**src/pmc_pkg.sv**
```systemverilog
// package for the power-line mac control packet codec
//
// What this block does
// - terminal uplink request: dir/neg/ack 0; base never replies
// - switch modulation request: base replies positive or negative
// - base records uplink requester as promoted with new ident
// - downlink request: dir 1, neg 0, ack 0, ident below 0xFF
// - positive reply: neg 0, ack 1, ident below 0xFF
// - negative reply: neg 1, ack 1, ident below 0xFF, modulation only
// - service demotion: dir 0, neg 1, ack 0, ident below 0xFF
// - base demotion: dir 1, neg 1, ack 0
// - layout update (type 5) from base only, relayed by switches
// - layout leading 2-bit reserved field is 0b10
// - 2-bit layout length applies from next superframe
// - legacy phy flag selects backward-compatible type B frames
// - layout 1-bit and 3-bit reserved fields are zero
// - 5-bit sequence names the beacon where layout applies
// - type 6 allocates dedicated slot time to one node
// - slot meaning decoded from direction bit and type
// - slot packet: accept 1, direction 1, sequence 5, connection 9
// - slot packet: length 7, offset 9, type 2, target node 14
// - slot type 0 request/grant, 1 dealloc, 2 downlink relocate
package pmc_pkg;
  localparam logic [2:0] PMC_CTYPE_ROLE = 3'h4;
  localparam logic [2:0] PMC_CTYPE_LAYOUT = 3'h5;
  localparam logic [2:0] PMC_CTYPE_SLOT = 3'h6;
  localparam logic [7:0] PMC_IDENT_LIMIT = 8'hFF;
  localparam logic [1:0] PMC_LAYOUT_RES_HI = 2'h2;
  localparam int PMC_LAYOUT_BITS = 24;
  localparam int PMC_SLOT_BITS = 48;
  localparam logic [1:0] PMC_SLOT_ALLOC = 2'h0;
  localparam logic [1:0] PMC_SLOT_DEALLOC = 2'h1;
  localparam logic [1:0] PMC_SLOT_CHANGE = 2'h2;

  // role message classes
  typedef enum logic [2:0] {
    PMC_ROLE_NONE,
    PMC_ROLE_REQUEST_UPLINK,
    PMC_ROLE_REQUEST_DOWNLINK,
    PMC_ROLE_POSITIVE_REPLY,
    PMC_ROLE_NEGATIVE_REPLY,
    PMC_DEMOTION_UPLINK,
    PMC_DEMOTION_DOWNLINK
  } pmc_role_kind_t;

  // slot message classes
  typedef enum logic [2:0] {
    PMC_SLOT_NONE,
    PMC_SLOT_ALLOC_REQ,
    PMC_SLOT_ALLOC_GRANT,
    PMC_SLOT_ALLOC_REJECT,
    PMC_SLOT_DEALLOC_REQ,
    PMC_SLOT_DEALLOC_CONFIRM,
    PMC_SLOT_RELOCATE
  } pmc_slot_kind_t;
endpackage : pmc_pkg

```
**src/pmc_layout_rx.sv**
```systemverilog
// layout update packet field unpacker and reserved-field checker
`timescale 1ns/1ps
module pmc_layout_rx
  import pmc_pkg::*;
(
  input wire logic [23:0] pkt_i,
  output logic ok_o,
  output logic [1:0] len_o,
  output logic flag_o,
  output logic [9:0] cfp_o,
  output logic [4:0] seq_o
);
  // msb-first split; reserved must match exactly
  always_comb
  begin
    len_o = pkt_i[21:20];
    flag_o = pkt_i[19];
    cfp_o = pkt_i[17:8];
    seq_o = pkt_i[7:3];
    ok_o = (pkt_i[23:22] == PMC_LAYOUT_RES_HI) && !pkt_i[18] && (pkt_i[2:0] == 3'h0);
  end
endmodule : pmc_layout_rx

```
**src/pmc_codec.sv**
```systemverilog
// mac control packet codec: builds and classifies role, layout and slot packets
`timescale 1ns/1ps
module pmc_codec
  import pmc_pkg::*;
(
  input wire logic sys_clk_i,
  input wire logic nrst_i,
  input wire logic is_base_i,
  input wire logic is_switch_i,
  // role transmit request
  input wire logic role_tx_go_i,
  input wire logic [2:0] role_tx_kind_i,
  input wire logic [7:0] role_tx_ident_i,
  input wire logic role_tx_modulation_i,
  output logic role_tx_valid_o,
  output logic role_tx_dir_o,
  output logic role_tx_neg_o,
  output logic role_tx_ack_o,
  output logic [7:0] role_tx_ident_o,
  output logic role_tx_err_o,
  // role receive
  input wire logic role_rx_valid_i,
  input wire logic downlink_dir_bit_i,
  input wire logic role_negative_flag_i,
  input wire logic role_ack_flag_i,
  input wire logic [7:0] new_switch_ident_i,
  input wire logic [13:0] role_rx_node_i,
  input wire logic role_rx_from_switch_i,
  output logic role_rx_valid_o,
  output logic [2:0] role_rx_kind_o,
  output logic role_rx_reply_due_o,
  output logic promo_valid_o,
  output logic [13:0] promo_node_o,
  output logic [7:0] local_switch_ident_o,
  // layout update transmit and receive
  input wire logic layout_tx_go_i,
  input wire logic [1:0] layout_length_attribute_i,
  input wire logic legacy_phy_flag_i,
  input wire logic [9:0] reserved_period_length_i,
  input wire logic [4:0] layout_effective_seq_i,
  output logic layout_tx_valid_o,
  output logic [23:0] layout_update_packet_o,
  input wire logic layout_rx_valid_i,
  input wire logic [23:0] layout_rx_packet_i,
  output logic layout_relay_valid_o,
  output logic [23:0] layout_relay_packet_o,
  output logic layout_pending_o,
  output logic [1:0] next_layout_length_o,
  output logic legacy_phy_o,
  output logic [9:0] reserved_length_o,
  output logic [4:0] layout_seq_o,
  input wire logic beacon_valid_i,
  input wire logic [4:0] beacon_seq_i,
  output logic layout_apply_o,
  output logic layout_rx_bad_o,
  // slot packet transmit and receive
  input wire logic slot_tx_go_i,
  input wire logic slot_accept_flag_i,
  input wire logic slot_direction_i,
  input wire logic [4:0] slot_effective_seq_i,
  input wire logic [8:0] slot_connection_ident_i,
  input wire logic [6:0] slot_length_symbols_i,
  input wire logic [8:0] slot_offset_symbols_i,
  input wire logic [1:0] slot_msg_type_i,
  input wire logic [13:0] slot_target_node_i,
  output logic slot_tx_valid_o,
  output logic [47:0] dedicated_slot_packet_o,
  output logic slot_tx_err_o,
  input wire logic slot_rx_valid_i,
  input wire logic slot_rx_dir_i,
  input wire logic [47:0] slot_rx_packet_i,
  output logic slot_rx_valid_o,
  output logic [2:0] slot_rx_kind_o,
  output logic [8:0] slot_rx_conn_o,
  output logic [6:0] slot_rx_len_o,
  output logic [8:0] slot_rx_pos_o,
  output logic [4:0] slot_rx_seq_o,
  output logic [13:0] slot_rx_node_o
);
  //////////////////////////////////////////////////////////////////////////////
  // state
  typedef struct packed {
    logic role_tx_valid;
    logic role_tx_dir;
    logic role_tx_neg;
    logic role_tx_ack;
    logic [7:0] role_tx_ident;
    logic role_tx_err;
    logic role_rx_valid;
    logic [2:0] role_rx_kind;
    logic role_rx_reply_due;
    logic promo_valid;
    logic [13:0] promo_node;
    logic [7:0] local_ident;
    logic layout_tx_valid;
    logic [23:0] layout_tx_pkt;
    logic layout_relay_valid;
    logic [23:0] layout_relay_pkt;
    logic layout_pending;
    logic [1:0] lay_len;
    logic lay_legacy;
    logic [9:0] lay_cfp;
    logic [4:0] lay_seq;
    logic layout_apply;
    logic layout_rx_bad;
    logic slot_tx_valid;
    logic [47:0] slot_tx_pkt;
    logic slot_tx_err;
    logic slot_rx_valid;
    logic [2:0] slot_rx_kind;
    logic [8:0] slot_conn;
    logic [6:0] slot_len;
    logic [8:0] slot_pos;
    logic [4:0] slot_seq;
    logic [13:0] slot_node;
  } pmc_state_t;

  pmc_state_t s_q;
  pmc_state_t s_d;
  pmc_role_kind_t tx_kind;
  logic lay_ok;
  logic [1:0] lay_len_w;
  logic lay_flag_w;
  logic [9:0] lay_cfp_w;
  logic [4:0] lay_seq_w;

  assign tx_kind = pmc_role_kind_t'(role_tx_kind_i);

  //////////////////////////////////////////////////////////////////////////////
  // layout update unpacker
  pmc_layout_rx u_layout_rx (
    .pkt_i(layout_rx_packet_i),
    .ok_o(lay_ok),
    .len_o(lay_len_w),
    .flag_o(lay_flag_w),
    .cfp_o(lay_cfp_w),
    .seq_o(lay_seq_w)
  );

  //////////////////////////////////////////////////////////////////////////////
  // next-state logic; every valid/error strobe lasts one cycle
  always_comb
  begin
    s_d = s_q;
    s_d.role_tx_valid = 1'b0;
    s_d.role_tx_err = 1'b0;
    s_d.role_rx_valid = 1'b0;
    s_d.promo_valid = 1'b0;
    s_d.layout_tx_valid = 1'b0;
    s_d.layout_relay_valid = 1'b0;
    s_d.layout_apply = 1'b0;
    s_d.layout_rx_bad = 1'b0;
    s_d.slot_tx_valid = 1'b0;
    s_d.slot_tx_err = 1'b0;
    s_d.slot_rx_valid = 1'b0;

    // role header build; ident 0xFF refused where limited
    if (role_tx_go_i)
    begin
      s_d.role_tx_ident = role_tx_ident_i;
      s_d.role_tx_valid = 1'b1;
      unique case (tx_kind)
        PMC_ROLE_REQUEST_UPLINK:
        begin
          {s_d.role_tx_dir, s_d.role_tx_neg, s_d.role_tx_ack} = 3'h0;
          s_d.role_tx_err = is_base_i;
        end
        PMC_ROLE_REQUEST_DOWNLINK:
        begin
          {s_d.role_tx_dir, s_d.role_tx_neg, s_d.role_tx_ack} = 3'h4;
          s_d.role_tx_err = !is_base_i || role_tx_ident_i == PMC_IDENT_LIMIT;
        end
        PMC_ROLE_POSITIVE_REPLY:
        begin
          {s_d.role_tx_dir, s_d.role_tx_neg, s_d.role_tx_ack} = {is_base_i, 2'h1};
          s_d.role_tx_err = role_tx_ident_i == PMC_IDENT_LIMIT;
        end
        PMC_ROLE_NEGATIVE_REPLY:
        begin
          {s_d.role_tx_dir, s_d.role_tx_neg, s_d.role_tx_ack} = {is_base_i, 2'h3};
          s_d.role_tx_err = role_tx_ident_i == PMC_IDENT_LIMIT || !role_tx_modulation_i;
        end
        PMC_DEMOTION_UPLINK:
        begin
          {s_d.role_tx_dir, s_d.role_tx_neg, s_d.role_tx_ack} = 3'h2;
          s_d.role_tx_err = is_base_i || role_tx_ident_i == PMC_IDENT_LIMIT;
        end
        PMC_DEMOTION_DOWNLINK:
        begin
          {s_d.role_tx_dir, s_d.role_tx_neg, s_d.role_tx_ack} = 3'h6;
          s_d.role_tx_err = !is_base_i;
        end
        default:
        begin
          s_d.role_tx_err = 1'b1;
        end
      endcase
      if (s_d.role_tx_err)
        s_d.role_tx_valid = 1'b0;
    end

    // role rx; ack set ignores direction
    if (role_rx_valid_i)
    begin
      s_d.role_rx_valid = 1'b1;
      s_d.role_rx_reply_due = 1'b0;
      unique case ({role_ack_flag_i, role_negative_flag_i, downlink_dir_bit_i})
        3'h0:
        begin
          s_d.role_rx_kind = PMC_ROLE_REQUEST_UPLINK;
          // terminal promotion is informational, modulation change is a procedure
          s_d.role_rx_reply_due = is_base_i && role_rx_from_switch_i;
          if (is_base_i)
          begin
            s_d.promo_valid = 1'b1;
            s_d.promo_node = role_rx_node_i;
            s_d.local_ident = new_switch_ident_i;
          end
        end
        3'h1: s_d.role_rx_kind = PMC_ROLE_REQUEST_DOWNLINK;
        3'h2: s_d.role_rx_kind = PMC_DEMOTION_UPLINK;
        3'h3: s_d.role_rx_kind = PMC_DEMOTION_DOWNLINK;
        3'h4, 3'h5: s_d.role_rx_kind = PMC_ROLE_POSITIVE_REPLY;
        default: s_d.role_rx_kind = PMC_ROLE_NEGATIVE_REPLY;
      endcase
      if ((role_ack_flag_i || role_negative_flag_i) && new_switch_ident_i == PMC_IDENT_LIMIT
          && s_d.role_rx_kind != PMC_DEMOTION_DOWNLINK)
      begin
        s_d.role_rx_kind = PMC_ROLE_NONE;
      end
    end

    // layout update build, base only
    if (layout_tx_go_i && is_base_i)
    begin
      s_d.layout_tx_valid = 1'b1;
      s_d.layout_tx_pkt = {PMC_LAYOUT_RES_HI, layout_length_attribute_i, legacy_phy_flag_i, 1'b0,
                           reserved_period_length_i, layout_effective_seq_i, 3'h0};
    end

    // layout rx: store, relay at switches
    if (layout_rx_valid_i && !is_base_i)
    begin
      if (lay_ok)
      begin
        s_d.layout_pending = 1'b1;
        s_d.lay_len = lay_len_w;
        s_d.lay_legacy = lay_flag_w;
        s_d.lay_cfp = lay_cfp_w;
        s_d.lay_seq = lay_seq_w;
        s_d.layout_relay_valid = is_switch_i;
        s_d.layout_relay_pkt = layout_rx_packet_i;
      end
      else
      begin
        s_d.layout_rx_bad = 1'b1;
      end
    end
    else if (beacon_valid_i && s_q.layout_pending && beacon_seq_i == s_q.lay_seq)
    begin
      s_d.layout_pending = 1'b0;
      s_d.layout_apply = 1'b1;
    end

    // slot packet build; relocation is base only
    if (slot_tx_go_i)
    begin
      s_d.slot_tx_pkt = {slot_accept_flag_i, slot_direction_i, slot_effective_seq_i, slot_connection_ident_i,
                         slot_length_symbols_i, slot_offset_symbols_i, slot_msg_type_i,
                         slot_target_node_i};
      s_d.slot_tx_err = slot_msg_type_i == 2'h3 || (!is_base_i && slot_msg_type_i == PMC_SLOT_CHANGE);
      s_d.slot_tx_valid = !s_d.slot_tx_err;
    end

    // slot classification by type and direction
    if (slot_rx_valid_i)
    begin
      s_d.slot_rx_valid = 1'b1;
      s_d.slot_conn = slot_rx_packet_i[40:32];
      s_d.slot_seq = slot_rx_packet_i[45:41];
      s_d.slot_len = slot_rx_packet_i[31:25];
      s_d.slot_pos = slot_rx_packet_i[24:16];
      s_d.slot_node = slot_rx_packet_i[13:0];
      unique case ({slot_rx_packet_i[15:14], slot_rx_dir_i})
        {PMC_SLOT_ALLOC, 1'b0}: s_d.slot_rx_kind = PMC_SLOT_ALLOC_REQ;
        {PMC_SLOT_ALLOC, 1'b1}:
          s_d.slot_rx_kind = slot_rx_packet_i[47] ? PMC_SLOT_ALLOC_GRANT : PMC_SLOT_ALLOC_REJECT;
        {PMC_SLOT_DEALLOC, 1'b0}: s_d.slot_rx_kind = PMC_SLOT_DEALLOC_REQ;
        {PMC_SLOT_DEALLOC, 1'b1}: s_d.slot_rx_kind = PMC_SLOT_DEALLOC_CONFIRM;
        {PMC_SLOT_CHANGE, 1'b1}: s_d.slot_rx_kind = PMC_SLOT_RELOCATE;
        default: s_d.slot_rx_kind = PMC_SLOT_NONE; // uplink change or type 3 carry no meaning
      endcase
    end
  end

  //////////////////////////////////////////////////////////////////////////////
  // register the whole state, synchronous reset
  always_ff @(posedge sys_clk_i)
  begin
    if (!nrst_i)
      s_q <= '0;
    else
      s_q <= s_d;
  end

  //////////////////////////////////////////////////////////////////////////////
  // outputs
  assign role_tx_valid_o = s_q.role_tx_valid;
  assign role_tx_dir_o = s_q.role_tx_dir;
  assign role_tx_neg_o = s_q.role_tx_neg;
  assign role_tx_ack_o = s_q.role_tx_ack;
  assign role_tx_ident_o = s_q.role_tx_ident;
  assign role_tx_err_o = s_q.role_tx_err;
  assign role_rx_valid_o = s_q.role_rx_valid;
  assign role_rx_kind_o = s_q.role_rx_kind;
  assign role_rx_reply_due_o = s_q.role_rx_reply_due;
  assign promo_valid_o = s_q.promo_valid;
  assign promo_node_o = s_q.promo_node;
  assign local_switch_ident_o = s_q.local_ident;
  assign layout_tx_valid_o = s_q.layout_tx_valid;
  assign layout_update_packet_o = s_q.layout_tx_pkt;
  assign layout_relay_valid_o = s_q.layout_relay_valid;
  assign layout_relay_packet_o = s_q.layout_relay_pkt;
  assign layout_pending_o = s_q.layout_pending;
  assign next_layout_length_o = s_q.lay_len;
  assign legacy_phy_o = s_q.lay_legacy;
  assign reserved_length_o = s_q.lay_cfp;
  assign layout_seq_o = s_q.lay_seq;
  assign layout_apply_o = s_q.layout_apply;
  assign layout_rx_bad_o = s_q.layout_rx_bad;
  assign slot_tx_valid_o = s_q.slot_tx_valid;
  assign dedicated_slot_packet_o = s_q.slot_tx_pkt;
  assign slot_tx_err_o = s_q.slot_tx_err;
  assign slot_rx_valid_o = s_q.slot_rx_valid;
  assign slot_rx_kind_o = s_q.slot_rx_kind;
  assign slot_rx_conn_o = s_q.slot_conn;
  assign slot_rx_len_o = s_q.slot_len;
  assign slot_rx_pos_o = s_q.slot_pos;
  assign slot_rx_seq_o = s_q.slot_seq;
  assign slot_rx_node_o = s_q.slot_node;
endmodule : pmc_codec

```
**config.mk**
```make
export PLATFORM = sky130hd
export DESIGN_NAME = pmc_codec
export DESIGN_NICKNAME = d
export VERILOG_FILES = /design/src/pmc_pkg.sv /design/src/pmc_layout_rx.sv /design/src/pmc_codec.sv
export SDC_FILE = /design/constraint.sdc
export NUM_CORES = 1
export LEC_CHECK = 0
export BUFFER_PORTS_ARGS = -buffer_cell sky130_fd_sc_hd__buf_2
export CAP_MARGIN = 40
export CELL_PAD_IN_SITES_DETAIL_PLACEMENT = 1
export CELL_PAD_IN_SITES_GLOBAL_PLACEMENT = 1
export CORE_MARGIN = 10
export CORE_UTILIZATION = 25
export CTS_CLUSTER_DIAMETER = 40
export DETAILED_ROUTE_END_ITERATION = 10
export HOLD_SLACK_MARGIN = 0.1
export PLACE_DENSITY = 0.65
export SYNTH_ARGS = -nofsm -noshare
export SYNTH_HDL_FRONTEND = slang
export SYNTH_SLANG_ARGS = --single-unit
```
**constraint.sdc**
```tcl
create_clock -name sys_clk_i -period 1.9 [get_ports sys_clk_i]
set_input_delay 0.095 -clock sys_clk_i [delete_from_list [all_inputs] [get_ports sys_clk_i]]
set_output_delay 0.095 -clock sys_clk_i [all_outputs]
set_load 0.005 [all_outputs]
```
==> results of run 1 <==
[cells in the final DEF (no fill, tap or decap), drive strengths merged, types with 2 or more instances in the layout]
master / count
dfxtp: 187
buf: 408
inv: 17
nor2: 134
and3: 6
clkinv: 4
xnor2: 4
xor2: 3
diode: 5
nand4: 5
a211oi: 3
nor2b: 8
clkbuf: 18
o211ai: 2
a22o: 3
nand2: 90
dlygate4sd3: 176
and2: 3
a21oi: 46
o21ai: 7
nand3: 2
conb: 5
mux2i: 121
or4b: 2
[power groups by stage]
stage | Clock (mW) | Combinational [mW] | Sequential [mW]
3_5_place_dp | 0 | 0.952 | 4.26
4_1_cts | 3.90 | 1.25 | 4.17
3_3_place_gp | 0 | 0.935 | 4.25
2_1_floorplan | 0 | 0.404 | 4.28
6_report | 3.76 | 1.26 | 4.18
5_1_grt | 4.06 | 1.38 | 4.20
[flip-flops by register name (all words and copies together), names as in the netlist, 8 cells and up]
signal / count
dedicated_slot_packet_o: 48
layout_relay_packet_o: 24
layout_update_packet_o: 19
promo_node_o: 14
slot_rx_node_o: 14
slot_rx_conn_o: 9
slot_rx_pos_o: 9
local_switch_ident_o: 8
role_tx_ident_o: 8
[timing repair]
action / CTS / global route
resized for setup: 0 / 1
endpoints found under the hold margin: 175 / 0
setup endpoints to repair: 0 / 1
hold buffers: 176 / 0
[final cells by class]
class | count | area share [%]
Antenna cell | 5 | 0.1089
Clock buffer | 18 | 3.824
Clock inverter | 14 | 1.503
Inverter | 8 | 0.3050
Multi-Input combinational cell | 459 | 23.91
Sequential cell | 187 | 32.60
Tap cell | 341 | 3.715
Timing Repair Buffer | 584 | 34.03
[layer usage]
metal / global-route usage, % / routed length (um) / vias to the layer above / share of wire (%)
met1: 17.74 / 11580 / 3412 / 38
met2: 31.02 / 15390 / 264 / 51
met5: 0 / 0 / - / 0
li1: - / - / 3435 / -
met4: 4.611 / 576 / 0 / 1.9
met3: 6.726 / 2752 / 31 / 9.1
[cell families (layout without fill, tap and decap cells)]
group | count (synthesis) | after routing | synth area share, %
AOI/OAI and AO/OA | 72 | 72 | 6.110
muxes | 121 | 121 | 17.60
other | 1 | 10 | 0.05450
and+or+nand+nor | 254 | 254 | 15.04
DFF | 187 | 187 | 54.41
xor gates and xnor gates | 7 | 7 | 0.8911
buffers and inverters | 77 | 624 | 5.892
[critical path, delay by kind of cell]
family        cells  cell delay [ps]
simple gates      2              250
buf+inv           4             1810
[worst paths after layout]
check,startpoint,endpoint,depth (start not counted)
max reg2reg,layout_relay_packet_o[3],layout_pending_o,4
min,role_tx_kind_i[0],role_tx_ack_o,3
min reg2reg,layout_update_packet_o[21],layout_update_packet_o[21],2
max,layout_rx_packet_i[0],layout_rx_bad_o,6
[through the flow]
| step | util (%) | area, sq um | power (mW) | hold slack (ps) | instances |
|---|---|---|---|---|---|
| finish | 42.50 | 11480 | 9.198 | 137.9 | 1616 |
| global route | 42.49 | 11480 | 9.647 | 148.8 | 1615 |
| CTS | 42.44 | 11470 | 9.325 | 117.8 | 1611 |
| detailed placement | 33.66 | 9096 | 5.213 | 328.2 | 1403 |
| global placement | 33.66 | 9096 | 5.188 | 323.8 | 1403 |
| floorplan | - | 6895 | 4.680 | 220.7 | 723 |
==> impl_metrics.py, run 1 <==
metrics = {
    "place": {
        "dp_hpwl_um": 20610,
        "io_buffer_count": 396,
        "routabilityCongestion": 0.7863,
        "dp_slack_ps": 71.72,
    },
    "sta": {
        "final.min_clock_period_ps": 1847,
        "rsz0062_at_grt": "no",
        "setup_viol": 0,
        "post-route-period-util_pct": 97.21,
        "worst_slew_pin_slew_ps": 518.7,
        "slew_violations": 0,
        "finalHoldViolations": 0,
        "fin_setup_tns_ps": 0,
        "fin_skew_ps": 7.450,
        "fmax_mhz": 541.4,
        "slew_headroom_pct": 65.42,
        "fin_ws_ps": 53.04,
    },
    "critical_path": {
        "cp_cell_sequence": "dlygate4sd3_1 > buf_2 > nor3_1 > dlygate4sd3_1 > nor2_1 > dlygate4sd3_1",
        "crit_top_cell": "dlygate4sd3_1",
        "path_class": "primary input to flop",
        "start_kind": "primary input",
        "crit_arrival_ps": 2150,
        "max_stage_delay_ps": 590,
        "cp-end-kind": "flop",
        "crit_path_max_fanout": 2,
        "regToRegSetupSlack_ps": 550,
        "cp_slowest_cell": "dlygate4sd3_1",
        "worstPathRequired_ps": 2210,
    },
    "clock_tree": {
        "worstSkewPairLatency_ps": 420,
        "cts_tree": "done",
        "htreeDepth": 4,
        "post_cts_buffers": 0,
        "clock_path_buffers": 2,
        "cts_buffers": 17,
        "clkTransAtPathRegs_ps": 70,
        "root_buffer": "clkbuf_16",
        "cts.sinks": 187,
    },
    "logic_synthesis": {
        "syn_inst": 719,
        "synth_area_leader_cell": "dfxtp_1",
        "yosys_warnings": 0,
        "synthFlopType": "dfxtp_1",
        "synth_edf_count": 0,
        "synth_common_cells": "187 x dfxtp_1, 134 x nor2_1, 121 x mux2i_1",
        "synth_area_leaders": "dfxtp_1 54%, mux2i_1 18%, nor2_1 7.3%",
        "syn-cell-area_sq_um": 6880,
        "synth_cell_type_count": 42,
        "synth.top_cell.area_share_pct": 54.41,
        "postSynthAreaPerCell_sq_um": 9.569,
        "seq_area_frac_synth_pct": 54.41,
        "synth-seq-cells": 187,
        "async_reset_ff_share_pct": 0,
        "yosysMostFrequentCell": "dfxtp_1",
    },
    "finish": {
        "seq_area_sq_um": 3744,
        "n_fill_cell": 3157,
        "num-nets-final": 1450,
        "drive_gt1_share_pct": 34.80,
        "area_growth_pct": 66.92,
        "multi_input_area_sq_um": 2746,
    },
    "die": {
        "fp-row-count": 60,
        "core_area_sq_um": 27030,
        "ioPinCount": 403,
        "die_h_um": 185.9,
        "dieWidth_um": 185.9,
        "die-area_sq_um": 34560,
        "initial_utilization_pct": 25.46,
    },
    "power_and_ir_drop": {
        "ir_worst_vdd_v": 0.0005500,
        "pwr-share-seq_pct": 45.4,
        "comb_power_share_pct": 13.7,
        "leakagePower_nw": 5.861,
        "p_sw_share_pct": 26.94,
        "p_clk_share_pct": 40.9,
        "powerDensity_nw_per_um2": 800.9,
        "p_int_mw": 6.720,
        "p_sw_mw": 2.478,
    },
    "route": {
        "drt_pass1_iterations": 4,
        "via_per_inst": 4.420,
        "wl_per_cell_um": 18.75,
        "drc": 0,
        "drt_iter0_drc": 166,
        "drt.antenna.violating_nets": 0,
        "wl_um": 30300,
        "num_vias": 7142,
    },
    "grt": {
        "track_usage_pct": 17.03,
        "grt_pass1_wl_um": 46080,
        "antenna_found_initial": 4,
        "grt_remaining_overflow": 0,
        "grt_pass1_vias": 7904,
        "grt_max_degree": 73,
    },
    "run": {
        "max-cap-violations": 0,
    },
    "worst_hold_path": {
        "worstHoldPathType": "primary input to flop",
    },
    "outcome": {
        "status": "finished, final reports clean",
    },
}
Power figures use the tool's default switching activity.
==> run 2, diff against run 1 <==
--- a/config.mk
+++ b/config.mk
@@ -10,11 +10,12 @@
 export CELL_PAD_IN_SITES_DETAIL_PLACEMENT = 1
 export CELL_PAD_IN_SITES_GLOBAL_PLACEMENT = 1
 export CORE_MARGIN = 10
-export CORE_UTILIZATION = 25
+export CORE_UTILIZATION = 31
 export CTS_CLUSTER_DIAMETER = 40
 export DETAILED_ROUTE_END_ITERATION = 10
 export HOLD_SLACK_MARGIN = 0.1
-export PLACE_DENSITY = 0.65
+export MAX_ROUTING_LAYER = met4
+export PLACE_DENSITY = 0.78
 export SYNTH_ARGS = -nofsm -noshare
 export SYNTH_HDL_FRONTEND = slang
 export SYNTH_SLANG_ARGS = --single-unit
==> run 2 against run 1 <==
First-iteration DRC count increased by 85%. Sequential power about the same. Design area fell by 0.78%. Fmax rose by 1.4%. Largest power group unchanged. Clock skew down 1.8 ps. Count of clock-buffer cells in the layout down 1. Clock power shrank 3%. Flip-flop and latch count unchanged. Register-to-register slack got worse by 20 ps. Highest routed layer unchanged. Largest cell class unchanged.
==> impl_metrics.py, run 2 (synthesis gave the netlist of run 1 again) <==
metrics = {
    "sta": {
        "rsz0062_at_grt": "no",
        "fin_setup_tns_ps": 0,
        "fmax_mhz": 549.2,
        "post-route-period-util_pct": 95.84,
        "fin_skew_ps": 5.672,
        "setup_viol": 0,
        "finalHoldViolations": 0,
        "slew_violations": 0,
        "final.min_clock_period_ps": 1821,
    },
    "clock_tree": {
        "cts.sinks": 187,
        "root_buffer": "clkbuf_16",
        "cts_buffers": 17,
        "clock_path_buffers": 2,
        "cts_tree": "done",
        "clkTransAtPathRegs_ps": 80,
        "htreeDepth": 4,
        "worstSkewPairLatency_ps": 420,
    },
    "die": {
        "die-area_sq_um": 28550,
        "die_h_um": 169.0,
        "core_area_sq_um": 21820,
        "ioPinCount": 403,
        "initial_utilization_pct": 31.53,
        "fp-row-count": 54,
        "dieWidth_um": 169.0,
    },
    "critical_path": {
        "path_class": "primary input to flop",
        "cp_top_family": "buffers and inverters",
        "cp_num_buf_inv": 4,
        "start_kind": "primary input",
        "crit_top_cell": "dlygate4sd3_1",
        "cp-end-kind": "flop",
        "crit_path_max_fanout": 2,
        "cp_cell_sequence": "dlygate4sd3_1 > buf_2 > nor3_1 > dlygate4sd3_1 > nor2_1 > dlygate4sd3_1",
        "regToRegSetupSlack_ps": 530,
        "max_stage_delay_ps": 600,
        "cp_slowest_cell": "dlygate4sd3_1",
        "crit_arrival_ps": 2140,
        "worstPathRequired_ps": 2210,
    },
    "finish": {
        "num-nets-final": 1452,
        "layout_common_cells": "396 x buf_2, 187 x dfxtp_1, 175 x dlygate4sd3_1",
        "layout.cells.non_filler": 1556,
        "layout.cells.most_common": "buf_2",
        "largest_register_ffs": 48,
        "area_growth_pct": 65.61,
        "drive_gt1_share_pct": 34.98,
        "n_fill_cell": 2507,
    },
    "place": {
        "io_buffer_count": 396,
        "routabilityCongestion": 0.8046,
        "dp.cells": 1345,
        "dp_hpwl_um": 20320,
    },
    "route": {
        "num_vias": 7288,
        "drt_pass1_iterations": 4,
        "wl_um": 32250,
        "wl_per_cell_um": 20.73,
        "drc": 0,
        "via_per_inst": 4.684,
        "drt.antenna.violating_nets": 0,
        "drt_iter0_drc": 307,
    },
    "grt": {
        "grt_pass1_vias": 8343,
        "track_usage_pct": 21.89,
        "grt_pass1_wl_um": 48150,
        "grt_max_degree": 61,
        "grt_remaining_overflow": 0,
        "antenna_found_initial": 4,
    },
    "power_and_ir_drop": {
        "ir_worst_vdd_v": 0.0004893,
        "leakagePower_nw": 5.861,
        "p_total_mw": 9.129,
        "powerDensity_nw_per_um2": 801.2,
    },
    "worst_hold_path": {
        "worstHoldPathType": "primary input to flop",
    },
    "outcome": {
        "status": "finished, final reports clean",
    },
    "run": {
        "max-cap-violations": 0,
    },
}
run 2: cell type report:
cell class	count	area, sq um	area share, %
Antenna cell	4	10.01	0.08784
Inverter	8	35.03	0.3075
Clock buffer	17	425.4	3.733
Timing Repair Buffer	586	3909	34.30
Tap cell	280	350.3	3.075
Multi-Input combinational cell	459	2746	24.10
Clock inverter	15	175.2	1.537
Sequential cell	187	3744	32.85
run 2: per-stage QoR:
stage          util (%)  hold WS (ps)  instance area [sq um]  setup WS [ps]
2_1_floorplan         -         220.7                   6895          195.9
3_3_place_gp      41.38         325.0                   9030          81.93
3_5_place_dp      41.38         334.7                   9030          47.25
4_1_cts           52.16         103.4                  11380          77.09
5_1_grt           52.21         107.4                  11390          24.54
6_report          52.21         122.0                  11390          79.11
run 2: final timing paths:
kind | depth (start not counted) | startpoint | to
worst max register to register | 4 | layout_relay_packet_o[5] | layout_pending_o
worst min register to register | 2 | layout_relay_packet_o[23] | layout_relay_packet_o[23]
worst min-delay path | 4 | downlink_dir_bit_i | role_rx_kind_o[1]
worst max-delay path | 6 | layout_rx_packet_i[1] | layout_rx_bad_o
run 2: worst reg2reg max path: stages (launching register included):
cell and delay (ps):
dfxtp_1 420, xnor2_1 170, nand4_1 140, nor4_1 370
o22ai_1 140
run 2: metal layers:
layer	wire [um]	share of wire, %	up-vias	GRT usage, %
li1	-	-	3436	-
met1	11890	37	3476	21.24
met2	16700	52	308	39.24
met3	2674	8.3	68	7.573
met4	994	3.1	0	8.668
met5	0	0	-	-
run 2: where the power goes:
part | internal (mW) | switching [mW] | total, mW
combinational | 0.691 | 0.598 | 1.29
sequential | 4.09 | 0.0982 | 4.19
clock | 1.89 | 1.76 | 3.65
run 2: what timing repair did:
action                                 CTS  global route
setup endpoints to repair                0             1
hold buffers                           175             0
resized for setup                        0             1
setup buffers                            0             0
endpoints found under the hold margin  174             0
